--- src/common/rst_seq_regs.vh ---
`ifndef RST_SEQ_REGS_VH
`define RST_SEQ_REGS_VH
// register byte offsets
`define REG_CTRL        8'h00
`define REG_STATUS      8'h04
`define REG_IRQ_STATUS  8'h08
`define REG_IRQ_ENABLE  8'h0c
`define REG_IRQ_CLEAR   8'h10
// control fields and reset values
`define CTRL_CLK_SRC_LSB 0
`define CTRL_CLK_SRC_W   3
`define CTRL_RESET       3'h1
// status fields
`define ST_WDT_EXPIRED   0
`define ST_SLEEP_ENTERED 1
`define ST_CAUSE_LSB     2
`define ST_STATE_LSB     4
// interrupt event bits
`define IRQ_W            5
`define IRQ_PIN          0
`define IRQ_UNDERVOLT    1
`define IRQ_WDT_RUN      2
`define IRQ_WDT_IDLE     3
`define IRQ_SEQ_DONE     4
`define IRQ_EN_RESET     5'h00
// clock sources
`define SRC_EXT_RC       3'h0
`define SRC_FAST_IRC     3'h1
`define SRC_FAST_XTAL    3'h2
`define SRC_SLOW_XTAL    3'h3
`define SRC_SLOW_IRC     3'h4
// reset causes
`define CAUSE_POWER_ON   2'h0
`define CAUSE_PIN_LV     2'h1
`define CAUSE_WDT_RUN    2'h2
`define CAUSE_WDT_IDLE   2'h3
// core modes
`define MODE_NORMAL      2'h0
`define MODE_SLOW        2'h1
`define MODE_IDLE        2'h2
`define MODE_SLEEP       2'h3
// timing
`define CLK_MHZ            125
`define POWER_ON_DELAY_MS  100
`define SST_RC_CYCLES      16
`define SST_XTAL_CYCLES    1024
`define SST_SLOW_IRC_CYCLES 2
`define LV_QUAL_CYCLES     64
// bus answers
`define RESP_OKAY        2'h0
`define RESP_SLVERR      2'h2
`endif

--- src/design/lv_filter.v ---
`timescale 1ns/100ps
`default_nettype none
`include "rst_seq_regs.vh"
module lv_filter #(
  parameter QUAL = `LV_QUAL_CYCLES,
  parameter CW   = 16
) (
  input  wire aclk,
  input  wire aresetn,
  input  wire supply_low,
  output reg  lv_req
);
  reg [CW-1:0] cnt;

  always @(posedge aclk) begin
    if (!aresetn) begin
      cnt    <= {CW{1'b0}};
      lv_req <= 1'b0;
    end else if (!supply_low) begin
      // short dips are dropped here
      cnt    <= {CW{1'b0}};
      lv_req <= 1'b0;
    end else if (cnt >= QUAL[CW-1:0]) begin
      lv_req <= 1'b1;
    end else begin
      cnt <= cnt + {{(CW-1){1'b0}}, 1'b1};
    end
  end
endmodule // lv_filter
`default_nettype wire

--- src/design/mcu_reset_sequencer.v ---
// Behaviour
// running watchdog time-out resets like the pin and sets expiry flag
// running watchdog reset holds power-on delay then start-up count
// idle watchdog time-out clears pc and stack pointer, sets expiry flag
// start-up count 16 for rc, 1024 for crystals, 2 for slow rc
// two cause flags kept; power-on clears both
// pin or undervoltage reset leaves both cause flags unchanged
// running watchdog reset sets expiry flag, sleep flag unchanged
// idle or sleep watchdog reset sets both flags
// power-on reset disables all interrupts
// watchdog counter cleared by reset, then counts again
// power-on reset switches the timer off
// power-on reset makes ports inputs, analog pins converter inputs
// power-on reset points stack pointer at top of stack
// each reset type applies its own initial values
// pin low resets device, program counter to zero
// undervoltage reset only after low supply exceeds qualification time
// requests synchronised; release only after both counters complete
// simultaneous sources: power-on, then pin or undervoltage, then watchdog
`timescale 1ns/100ps
`default_nettype none
`include "rst_seq_regs.vh"
module mcu_reset_sequencer #(
  parameter DELAY_CYCLES = `POWER_ON_DELAY_MS * `CLK_MHZ * 1000,
  parameter CNT_W        = 24,
  parameter LV_QUAL      = `LV_QUAL_CYCLES
) (
  input  wire        aclk,
  input  wire        aresetn,
  input  wire        ext_rst_pin_n,
  input  wire        undervoltage_rst,
  input  wire        wdt_timeout,
  input  wire [1:0]  core_mode,
  input  wire        halt_enter,
  input  wire        flag_clear,
  output reg         core_rst,
  output reg         core_stall,
  output reg         pc_clear,
  output reg         sp_clear,
  output reg         sp_to_top,
  output reg         intr_disable,
  output reg         timer_off,
  output reg         ports_input,
  output reg         adc_pins_analog,
  output reg         wdt_clear,
  output reg         wdt_expired_flag,
  output reg         sleep_entered_flag,
  output reg         irq,
  input  wire [7:0]  s_axi_awaddr,
  input  wire        s_axi_awvalid,
  output reg         s_axi_awready,
  input  wire [31:0] s_axi_wdata,
  input  wire [3:0]  s_axi_wstrb,
  input  wire        s_axi_wvalid,
  output reg         s_axi_wready,
  output reg  [1:0]  s_axi_bresp,
  output reg         s_axi_bvalid,
  input  wire        s_axi_bready,
  input  wire [7:0]  s_axi_araddr,
  input  wire        s_axi_arvalid,
  output reg         s_axi_arready,
  output reg  [31:0] s_axi_rdata,
  output reg  [1:0]  s_axi_rresp,
  output reg         s_axi_rvalid,
  input  wire        s_axi_rready
);
  localparam [1:0] S_RUN   = 2'h0;
  localparam [1:0] S_HOLD  = 2'h1;
  localparam [1:0] S_DELAY = 2'h2;
  localparam [1:0] S_START = 2'h3;

  localparam integer     DELAY_M1    = DELAY_CYCLES - 1;
  localparam integer     SST_RC_M1   = `SST_RC_CYCLES - 1;
  localparam integer     SST_XTAL_M1 = `SST_XTAL_CYCLES - 1;
  localparam integer     SST_SLOW_M1 = `SST_SLOW_IRC_CYCLES - 1;
  localparam [CNT_W-1:0] DELAY_LOAD  = DELAY_M1[CNT_W-1:0];

  // start-up wait per clock source
  function [CNT_W-1:0] sst_load;
    input [2:0] src;
    begin
      case (src)
        `SRC_EXT_RC:    sst_load = SST_RC_M1[CNT_W-1:0];
        `SRC_FAST_IRC:  sst_load = SST_RC_M1[CNT_W-1:0];
        `SRC_FAST_XTAL: sst_load = SST_XTAL_M1[CNT_W-1:0];
        `SRC_SLOW_XTAL: sst_load = SST_XTAL_M1[CNT_W-1:0];
        `SRC_SLOW_IRC:  sst_load = SST_SLOW_M1[CNT_W-1:0];
        default:        sst_load = SST_RC_M1[CNT_W-1:0];
      endcase
    end
  endfunction

  function is_low_power;
    input [1:0] mode;
    begin
      is_low_power = (mode == `MODE_IDLE) || (mode == `MODE_SLEEP);
    end
  endfunction

  wire              pin_n_sync;
  wire              supply_low_sync;
  wire              lv_req;
  reg  [1:0]        state;
  reg  [CNT_W-1:0]  cnt;
  reg  [1:0]        cause;
  reg  [2:0]        clk_src;
  reg  [`IRQ_W-1:0] irq_status;
  reg  [`IRQ_W-1:0] irq_enable;
  reg  [`IRQ_W-1:0] events;
  reg  [7:0]        aw_addr;
  reg  [31:0]       w_data;
  reg  [3:0]        w_strb;
  reg  [31:0]       rd_word;
  reg               rd_ok;
  reg  [`IRQ_W-1:0] next_irq_status;

  // pin synchroniser
  sync3 #(
    .W       (1),
    .RST_VAL (1'b1)
  ) u_pin_sync (
    .aclk    (aclk),
    .aresetn (aresetn),
    .din     (ext_rst_pin_n),
    .dout    (pin_n_sync)
  );

  // supply monitor synchroniser
  sync3 #(
    .W       (1),
    .RST_VAL (1'b0)
  ) u_lv_sync (
    .aclk    (aclk),
    .aresetn (aresetn),
    .din     (undervoltage_rst),
    .dout    (supply_low_sync)
  );

  // qualification filter
  lv_filter #(
    .QUAL       (LV_QUAL),
    .CW         (16)
  ) u_lv_filter (
    .aclk       (aclk),
    .aresetn    (aresetn),
    .supply_low (supply_low_sync),
    .lv_req     (lv_req)
  );

  wire pin_req  = ~pin_n_sync;
  wire full_req = pin_req | lv_req;

  // sequencer; aresetn acts as the power-on source
  always @(posedge aclk) begin
    if (!aresetn) begin
      // power-on clears flags
      state              <= S_DELAY;
      cnt                <= DELAY_LOAD;
      cause              <= `CAUSE_POWER_ON;
      wdt_expired_flag   <= 1'b0;
      sleep_entered_flag <= 1'b0;
      core_rst           <= 1'b1;
      core_stall         <= 1'b1;
      pc_clear           <= 1'b1;
      sp_clear           <= 1'b0;
      wdt_clear          <= 1'b1;
      events             <= {`IRQ_W{1'b0}};
    end else begin
      events   <= {`IRQ_W{1'b0}};
      pc_clear <= core_rst;
      sp_clear <= 1'b0;
      // core flag updates; set wins over clear
      if (flag_clear) begin
        wdt_expired_flag   <= 1'b0;
        sleep_entered_flag <= 1'b0;
      end
      if (halt_enter) begin
        sleep_entered_flag <= 1'b1;
      end
      case (state)
        S_RUN: begin
          // pin or undervoltage before watchdog
          if (full_req) begin
            // pin reset clears pc
            // flags left alone
            state                   <= S_HOLD;
            cause                   <= `CAUSE_PIN_LV;
            core_rst                <= 1'b1;
            core_stall              <= 1'b1;
            pc_clear                <= 1'b1;
            wdt_clear               <= 1'b1;
            events[`IRQ_PIN]        <= pin_req;
            events[`IRQ_UNDERVOLT]  <= lv_req;
          end else if (wdt_timeout && is_low_power(core_mode)) begin
            // only pc and stack pointer
            // both flags set
            state                   <= S_START;
            cnt                     <= sst_load(clk_src);
            cause                   <= `CAUSE_WDT_IDLE;
            wdt_expired_flag        <= 1'b1;
            sleep_entered_flag      <= 1'b1;
            core_stall              <= 1'b1;
            pc_clear                <= 1'b1;
            sp_clear                <= 1'b1;
            wdt_clear               <= 1'b1;
            events[`IRQ_WDT_IDLE]   <= 1'b1;
          end else if (wdt_timeout) begin
            // same as pin reset plus flag
            // expiry flag only
            // delay then start-up
            state                   <= S_DELAY;
            cnt                     <= DELAY_LOAD;
            cause                   <= `CAUSE_WDT_RUN;
            wdt_expired_flag        <= 1'b1;
            core_rst                <= 1'b1;
            core_stall              <= 1'b1;
            pc_clear                <= 1'b1;
            wdt_clear               <= 1'b1;
            events[`IRQ_WDT_RUN]    <= 1'b1;
          end
        end
        S_HOLD: begin
          // delay starts once the source is released
          if (!full_req) begin
            state <= S_DELAY;
            cnt   <= DELAY_LOAD;
          end
        end
        default: begin
          if (full_req) begin
            // power-on cause kept over pin or undervoltage
            state      <= S_HOLD;
            core_rst   <= 1'b1;
            core_stall <= 1'b1;
            wdt_clear  <= 1'b1;
            if (cause != `CAUSE_POWER_ON) begin
              cause <= `CAUSE_PIN_LV;
            end
          end else if (cnt != {CNT_W{1'b0}}) begin
            cnt <= cnt - {{(CNT_W-1){1'b0}}, 1'b1};
          end else if (state == S_DELAY) begin
            // start-up count by clock source
            state <= S_START;
            cnt   <= sst_load(clk_src);
          end else begin
            // release after both counts
            // watchdog restarts
            state                 <= S_RUN;
            core_rst              <= 1'b0;
            core_stall            <= 1'b0;
            wdt_clear             <= 1'b0;
            events[`IRQ_SEQ_DONE] <= 1'b1;
          end
        end
      endcase
    end
  end

  // initial values per reset type
  always @(posedge aclk) begin
    if (!aresetn) begin
      sp_to_top       <= 1'b1;
    end else begin
      // stack to top on full resets
      sp_to_top       <= core_rst && (cause != `CAUSE_WDT_IDLE);
    end
  end

  // interrupts disabled during full reset
  always @(posedge aclk) begin
    if (!aresetn) begin
      intr_disable    <= 1'b1;
      timer_off       <= 1'b1;
      ports_input     <= 1'b1;
      adc_pins_analog <= 1'b1;
    end else begin
      intr_disable    <= core_rst;
      // timer off
      timer_off       <= core_rst;
      // ports inputs, analog pins
      ports_input     <= core_rst;
      adc_pins_analog <= core_rst;
    end
  end

  // register read mux
  always @* begin
    rd_word = 32'h0000_0000;
    rd_ok   = 1'b1;
    case (s_axi_araddr)
      `REG_CTRL:       rd_word[2:0] = clk_src;
      `REG_STATUS: begin
        rd_word[`ST_WDT_EXPIRED]            = wdt_expired_flag;
        rd_word[`ST_SLEEP_ENTERED]          = sleep_entered_flag;
        rd_word[`ST_CAUSE_LSB+1:`ST_CAUSE_LSB] = cause;
        rd_word[`ST_STATE_LSB+1:`ST_STATE_LSB] = state;
      end
      `REG_IRQ_STATUS: rd_word[`IRQ_W-1:0] = irq_status;
      `REG_IRQ_ENABLE: rd_word[`IRQ_W-1:0] = irq_enable;
      `REG_IRQ_CLEAR:  rd_word = 32'h0000_0000;
      default:         rd_ok = 1'b0;
    endcase
  end

  wire do_write = !s_axi_awready && !s_axi_wready && !s_axi_bvalid;
  wire wr_low   = do_write && w_strb[0];

  // sticky events; a new event wins over a clear
  always @* begin
    next_irq_status = irq_status;
    if (wr_low && (aw_addr == `REG_IRQ_CLEAR)) begin
      next_irq_status = irq_status & ~w_data[`IRQ_W-1:0];
    end
    next_irq_status = next_irq_status | events;
  end

  // axi4-lite slave and register file
  always @(posedge aclk) begin
    if (!aresetn) begin
      s_axi_awready <= 1'b1;
      s_axi_wready  <= 1'b1;
      s_axi_bvalid  <= 1'b0;
      s_axi_bresp   <= `RESP_OKAY;
      s_axi_arready <= 1'b1;
      s_axi_rvalid  <= 1'b0;
      s_axi_rresp   <= `RESP_OKAY;
      s_axi_rdata   <= 32'h0000_0000;
      aw_addr       <= 8'h00;
      w_data        <= 32'h0000_0000;
      w_strb        <= 4'h0;
      clk_src       <= `CTRL_RESET;
      irq_status    <= {`IRQ_W{1'b0}};
      irq_enable    <= `IRQ_EN_RESET;
      irq           <= 1'b0;
    end else begin
      irq_status <= next_irq_status;
      irq        <= |(next_irq_status & irq_enable);
      if (s_axi_awvalid && s_axi_awready) begin
        aw_addr       <= s_axi_awaddr;
        s_axi_awready <= 1'b0;
      end
      if (s_axi_wvalid && s_axi_wready) begin
        w_data       <= s_axi_wdata;
        w_strb       <= s_axi_wstrb;
        s_axi_wready <= 1'b0;
      end
      if (do_write) begin
        s_axi_bvalid <= 1'b1;
        s_axi_bresp  <= `RESP_OKAY;
        case (aw_addr)
          `REG_CTRL: begin
            if (w_strb[0]) begin
              clk_src <= w_data[2:0];
            end
          end
          `REG_IRQ_ENABLE: begin
            if (w_strb[0]) begin
              irq_enable <= w_data[`IRQ_W-1:0];
            end
          end
          `REG_IRQ_CLEAR:  s_axi_bresp <= `RESP_OKAY;
          `REG_STATUS:     s_axi_bresp <= `RESP_OKAY;
          `REG_IRQ_STATUS: s_axi_bresp <= `RESP_OKAY;
          default:         s_axi_bresp <= `RESP_SLVERR;
        endcase
      end
      if (s_axi_bvalid && s_axi_bready) begin
        s_axi_bvalid  <= 1'b0;
        s_axi_awready <= 1'b1;
        s_axi_wready  <= 1'b1;
      end
      if (s_axi_arvalid && s_axi_arready) begin
        s_axi_arready <= 1'b0;
        s_axi_rvalid  <= 1'b1;
        s_axi_rdata   <= rd_word;
        s_axi_rresp   <= rd_ok ? `RESP_OKAY : `RESP_SLVERR;
      end
      if (s_axi_rvalid && s_axi_rready) begin
        s_axi_rvalid  <= 1'b0;
        s_axi_arready <= 1'b1;
      end
    end
  end
endmodule // mcu_reset_sequencer
`default_nettype wire

--- src/design/sync3.v ---
`timescale 1ns/100ps
`default_nettype none
module sync3 #(
  parameter       W       = 1,
  parameter [W-1:0] RST_VAL = {W{1'b0}}
) (
  input  wire         aclk,
  input  wire         aresetn,
  input  wire [W-1:0] din,
  output reg  [W-1:0] dout
);
  reg [W-1:0] s1;
  reg [W-1:0] s2;
  reg [W-1:0] s3;

  always @(posedge aclk) begin
    if (!aresetn) begin
      s1   <= RST_VAL;
      s2   <= RST_VAL;
      s3   <= RST_VAL;
      dout <= RST_VAL;
    end else begin
      s1 <= din;
      s2 <= s1;
      s3 <= s2;
      // change accepted only once stages two and three agree
      if (s2 == s3) begin
        dout <= s3;
      end
    end
  end
endmodule // sync3
`default_nettype wire

--- config.mk ---
export PLATFORM = sky130hd
export DESIGN_NAME = mcu_reset_sequencer
export DESIGN_NICKNAME = d
export VERILOG_FILES = /design/src/design/lv_filter.v /design/src/design/mcu_reset_sequencer.v /design/src/design/sync3.v
export VERILOG_INCLUDE_DIRS = /design/src /design/src/common
export SDC_FILE = /design/constraint.sdc
export NUM_CORES = 1
export LEC_CHECK = 0
export ABC_AREA = 1
export BUFFER_PORTS_ARGS = -buffer_cell sky130_fd_sc_hd__buf_4
export CAP_MARGIN = 20
export CORE_MARGIN = 4
export CORE_UTILIZATION = 49
export CTS_BUF_LIST = sky130_fd_sc_hd__clkbuf_4 sky130_fd_sc_hd__clkbuf_8 sky130_fd_sc_hd__clkbuf_16
export CTS_CLUSTER_DIAMETER = 120
export DETAILED_ROUTE_END_ITERATION = 16
export PLACE_DENSITY = 0.76
export RECOVER_POWER = 25
export SLEW_MARGIN = 20
export SYNTH_ARGS = -nofsm -noshare
export SYNTH_HDL_FRONTEND = slang
export SYNTH_SLANG_ARGS = --single-unit
export TNS_END_PERCENT = 20
--- constraint.sdc ---
create_clock -name aclk -period 1.8 [get_ports aclk]
set_clock_uncertainty 0.15 [all_clocks]
set_input_delay 0.18 -clock aclk [delete_from_list [all_inputs] [get_ports aclk]]
set_output_delay 0.18 -clock aclk [all_outputs]
set_load 0.1 [all_outputs]
### Yosys cells after proc, flatten, opt, wreduce, memory -nomap -nowiden

Cells that the tools add are included.

| storage, ports and cells | value |
|---|---|
| bits in registers | 108 |
| bits of input ports | 66 |
| output and inout port bits | 54 |
| word-level logic and storage cells | 173 |

| operators by class | value |
|---|---|
| reduce and logical (&&, ||, !) cells | 42 |
| equality and inequality tests | 25 |
| bitwise gates (word level) | 10 |
| add/subtract/negate cells | 2 |
| $lt $le $gt $ge | 1 |
| muxes and demuxes | 54 |

Operator list:

| kind | number |
|---|---|
| 2-to-1 mux 24 bit | 7 |
| one-hot mux 24 bit (2 select lines) | 1 |
| == test 8 x 4 -> 1 bit (second input constant) | 4 |
| 2-to-1 mux 1 bit | 27 |
| nonzero test 24 bit | 1 |
| subtractor 24 x 1 -> 24 bit (second input constant) | 1 |
| 2-to-1 mux 2 bit | 11 |
| one-hot mux 10 bit (2 select lines) | 1 |
| OR reduction 5 bit | 4 |
| adder 16 x 1 -> 16 bit (second input constant) | 1 |
| == test 8 x 3 -> 1 bit (second input constant) | 2 |
| == test 8 x 5 -> 1 bit (second input constant) | 2 |
| >= comparator 16 x 7 -> 1 bit (second input constant) | 1 |
| logical NOT 8 bit | 2 |
| AND reduction 3 bit | 5 |
| one-hot mux 3 bit (4 select lines) | 1 |
| AND reduction 4 bit | 3 |
| logical AND 1 bit | 11 |
| AND 5 bit | 2 |
| one-hot mux 2 bit (2 select lines) | 2 |
| == test 2 bit (second input constant) | 3 |
| == test 3 x 2 -> 1 bit (second input constant) | 2 |
| inequality test 3 x 2 -> 1 bit (second input constant) | 2 |
| inequality test 3 bit (second input constant) | 2 |
| other kinds (23) | 36 |

### Longest topological paths before layout

| logic depth | value |
|---|---|
| depth after elaboration | 9 |
| mapped depth | 12 |
| gate-level depth less buffers | 12 |

### Cells and area by module

From an unflattened synthesis, not the netlist that was laid out.

| unflattened totals | value |
|---|---|
| cell total of the unflattened synthesis | 793 |
| area, all modules | 5,383.9 um^2 |

Modules (own cells, without submodules):

| module | instances | sequential area each (um^2) | area an instance (um^2) | cells each |
|---|---|---|---|---|
| mcu_reset_sequencer | 1 | 1,621.6 | 4,458.0 | 676 |
| lv_filter | 1 | 340.3 | 675.6 | 87 |
| sync3 at u_pin_sync | 1 | 80.1 | 133.9 | 17 |
| sync3 at u_lv_sync | 1 | 80.1 | 116.4 | 13 |

### Worst setup path before layout

OpenSTA, ideal clock, no wires.

| path | value |
|---|---|
| path kind | reg-to-reg |
| start point | register s_axi_wready |
| end point | register irq_enable[2] |
| clock period less this slack | 2.050 ns |
| data arrival time | 1.781 ns |
| setup time | 0.119 ns |
| cell stages (with the launch flop) | 9 |
| slack | -0.250 ns |
| required time | 1.531 ns |
| path buffers | 1 |
| cells stage by stage | dfxtp_1 -> nor2_1 -> nand2_1 -> nor2_4 -> nand3_1 -> or2_0 -> buf_2 -> o21ai_0 -> a21oi_1 |

| between the ends | value |
|---|---|
| cells in the longest elaborated chain, start to end | 4 |

RTL lines:

| what | line | source |
|---|---|---|
| from (decl) | mcu_reset_sequencer.v:55 | `output reg s_axi_wready,` |
| from (signal assigned) | mcu_reset_sequencer.v:321 | `s_axi_wready <= 1'b1;` |
| from (signal assigned) | mcu_reset_sequencer.v:345 | `s_axi_wready <= 1'b0;` |
| from (signal assigned) | mcu_reset_sequencer.v:370 | `s_axi_wready <= 1'b1;` |
| logical NOT 1 bit | mcu_reset_sequencer.v:305 | `wire do_write = !s_axi_awready && !s_axi_wready && !s_axi_bvalid;` |
| logical AND 1 bit (2 in series) | mcu_reset_sequencer.v:305 |  |
| AND reduction 3 bit (no line) | n/a |  |
| to (signal assigned) | mcu_reset_sequencer.v:333 | `` irq_enable <= `IRQ_EN_RESET; `` |
| to (signal assigned) | mcu_reset_sequencer.v:358 | `` irq_enable <= w_data[`IRQ_W-1:0]; `` |
| to (decl) | mcu_reset_sequencer.v:108 | `` reg [`IRQ_W-1:0] irq_enable; `` |

No other way between the ends.
A chain may end at the register's enable or synchronous reset.

### Final worst setup path

| path | value |
|---|---|
| start point | register cnt[0] |
| end point | register cnt[9] |

| between the ends | value |
|---|---|
| cells in the longest elaborated chain, start to end | 4 |
| elaborated cells on any way between the ends | 7 |
| those cells by class | add/sub (1); mux (3); reduce/logical (3) |

RTL lines:

| what | line | source |
|---|---|---|
| from (decl) | mcu_reset_sequencer.v:104 | `reg [CNT_W-1:0] cnt;` |
| from (signal assigned) | mcu_reset_sequencer.v:198 | `cnt <= sst_load(clk_src);` |
| from (signal assigned) | mcu_reset_sequencer.v:240 | `cnt <= cnt - {{(CNT_W-1){1'b0}}, 1'b1};` |
| from (signal assigned) | mcu_reset_sequencer.v:244 | `cnt <= sst_load(clk_src);` |
| subtractor 24 x 1 -> 24 bit / nonzero test 24 bit (equally long branches) | mcu_reset_sequencer.v:240, mcu_reset_sequencer.v:239 |  |
| 2-to-1 mux 24 bit | mcu_reset_sequencer.v:239 | `end else if (cnt != {CNT_W{1'b0}}) begin` |
| 2-to-1 mux 24 bit | mcu_reset_sequencer.v:230 | `if (full_req) begin` |
| one-hot mux 24 bit (2 select lines) | mcu_reset_sequencer.v:180 | `case (state)` |

Several ways; a longest one is shown, not always the timed one. The select of a mux whose other input is x is not followed.

==> key figures <==
Global routing
  • Initial antenna violation count: 0
  • Remaining Overflow, GRT: 0
  • Pin count of the biggest net entering global routing: 31
  • First-pass GRT wire length: 21,100 um
  • All-layer global routing usage: 20.0%
  • Vias in the first global route: 4,683

STA
  • Worst slew pin tran: 0.554 ns
  • Slew Viols, Final: 0
  • F_max: 0.564 GHz
  • Final setup violation count: 0
  • Fin Hold WS: 0.0578 ns
  • Fin crit period: 1.77 ns
  • TNS Setup: 0 ns
  • RSZ-0062 raised after global routing: yes
  • Final hold vios: 0
  • Fin crit share: 98.4%
  • Rel. slew slack: 63.2%

Routing
  • Routed WL: 12,600 um
  • Router iterations before antenna repair: 5
  • Via Count: 5,059
  • Post-DRT Antenna Nets: 0
  • Vias per cell: 4.89
  • Detailed-route DRC error count: 0
  • WL/cell: 12.2 um
  • Drt initial violations: 308

Setup path
  • CP endpoint kind: flop
  • Flop2flop setup slack: 0.03 ns
  • CP Launch Type: flop
  • CP Class: reg -> reg
  • Max FO, Critical Path: 8
  • Worst EP required: 1.91 ns
  • Crit path DAT: 1.88 ns

Pwr
  • Cell leakage power: 3.11 nW
  • Clock share of power: 29.9%
  • Power Density: 692 nW/um^2
  • Combinational Power Share: 16.7%
  • Worst vdd ir: 469 uV
  • Sequential Power Share: 53.3%
  • Net Sw Power: 0.00146 W
  • Switching part of the total: 31.7%
  • Internal: 0.00314 W

Logic synthesis
  • Synthesized area per cell: 6.92 sq um
  • Synthesized area: 5290 sq um
  • Seq/Total Area, Yosys: 40.1%
  • FF+latch count, synth: 106
  • Yosys cell types: 39
  • Leading area contributor after synthesis: dfxtp_1
  • Cells after synthesis: 764
  • Total of warnings raised by yosys: 0
  • Area contributors post-synth: dfxtp_1, nand2_1, inv_1
  • Share of the synthesized area in the top cell type: 40.1%

Floorplanning
  • Core Area: 10,400 sq um
  • Row cnt: 37
  • Initial Utilization: 50.8%
  • Area of the die: 12,500 sq um
  • I/O pins: 120
  • Chip Width: 112 um
  • Die height: 112 um

Final layout
  • Final non-filler cell total: 1,035
  • Nets: 964
  • N_diodes: 0
  • Final core occ: 63.8%
  • Area Overhead vs Synth: 25.7%
  • Most frequent cells in the layout: nand2_1, buf_4, dfxtp_1
  • Most common cell after layout, fill and taps aside: nand2_1
  • Share of cells above drive strength 1: 21.9%

Flow run
  • Number of max-cap violations: 0

Clock tree
  • Clock Latency Late Sink: 0.37 ns
  • CTS buffer count: 9
  • Longest Clk Path Bufs: 2
  • CTS tree: yes
  • H-Tree Depth: 3
  • # clock sinks: 106
  • Clk root buf: clkbuf_8
  • CTS clk-pin slew, worst paths: 0.11 ns

Place
  • Count of input and output buffers: 60
  • Placed cell count: 989
  • Post-DP HPWL: 9170 um
  • GP Congestion: 0.905

Run status
  • Run status: finished, final reports clean

Hold path
  • HP Class: in -> reg
==> routing by layer <==
| layer | global-route usage [%] | wire (um) | vias up | part of all wire (%) |
|---|---|---|---|---|
| met2 | 34.5 | 6320 | 139 | 50 |
| met1 | 25.2 | 5490 | 2278 | 43 |
| met3 | 3.64 | 611 | 18 | 4.8 |
| met4 | 6.65 | 218 | 0 | 1.7 |
| met5 | 0 | 0 | - | 0 |
| li1 | - | - | 2624 | - |
==> final cells by class <==
| cell class | count | area, sq um |
|---|---|---|
| tap | 136 | 170 |
| multi-input combinational | 533 | 2640 |
| clock inverter | 6 | 50.0 |
| inverter | 101 | 387 |
| sequential | 106 | 2140 |
| fill | 936 | 3770 |
| timing repair buffer | 143 | 1120 |
| clock buffer | 10 | 131 |
==> path summary, 6_finish.rpt <==
path / startpoint / end / depth (start not counted)
min: s_axi_arvalid / s_axi_arready / 4
min reg2reg: u_pin_sync.s1 / u_pin_sync.s2 / 1
max: cnt[0] / cnt[9] / 12
max reg2reg: cnt[0] / cnt[9] / 12
==> logic make-up after synthesis <==
logic type | synth area share [%]
other | 0.0709
xor gates and xnor gates | 1.82
DFF | 40.1
AOI/OAI and AO/OA | 11.1
buffers and inverters | 13.8
and+or+nand+nor | 32.2
adders and majority gates | 0.947
==> cell usage after synthesis (all sizes together) <==
cell,instances
a211oi,3
a21oi,54
a31oi,2
and2,1
buf,41
clkbuf,10
clkinv,2
conb,1
dfxtp,106
ha,4
inv,99
nand2,179
nand3,59
nand4,14
nor2,106
nor3,10
nor3b,1
nor4,3
o211ai,1
o21a,2
o21ai,48
o21bai,1
or2,6
xor2,11
==> power groups by stage <==
stage                     Clock, W  Combinational [W]  Sequential (W)
after floorplan                  0           0.000491         0.00261
after global placement           0           0.000707         0.00250
after detailed placement         0           0.000712         0.00250
final                      0.00138           0.000769         0.00245
after global routing       0.00150           0.000824         0.00246
after CTS                  0.00141           0.000755         0.00245
==> sequential cells by signal, indices dropped and copies added, names as in the netlist, 2 cells and up <==
name / cells
cnt: 24
s_axi_rdata: 6
w_data: 5
cause: 2
state: 2
events: 5
irq_status: 5
u_lv_filter.cnt: 16
aw_addr: 8
irq_enable: 5
clk_src: 3
==> repair_timing <==
action	in CTS	in global routing
hold endpoints to repair	33	0
endpoints found under the setup margin	13	36
hold buffers	25	0
pin swaps	0	9
buffers inserted	0	5
gates resized for setup	5	38
==> metrics by stage <==
| stage | worst slack, ns | power, W | cell area, sq um |
|---|---|---|---|
| final | 0.0284 | 0.00460 | 6640 |
| after global routing | -0.0819 | 0.00479 | 6640 |
| after CTS | -0.0318 | 0.00461 | 6510 |
| after detailed placement | -0.0577 | 0.00321 | 6070 |
| after global placement | -0.00179 | 0.00321 | 6070 |
| after floorplan | 0.0702 | 0.00310 | 5400 |
==> worst max-delay path, stage by stage (launching register included) <==
cell and delay, ns:
dfxtp_2 0.35, inv_4 0.07, ha_4 0.14, nand3_4 0.08, nor2_4 0.15, nand2_4 0.08, nor2_8 0.14, nand2_4 0.08
nand2_8 0.10, buf_8 0.13, a21oi_1 0.06, nand2_1 0.07, inv_1 0.04
Power figures use the tool's default switching activity.
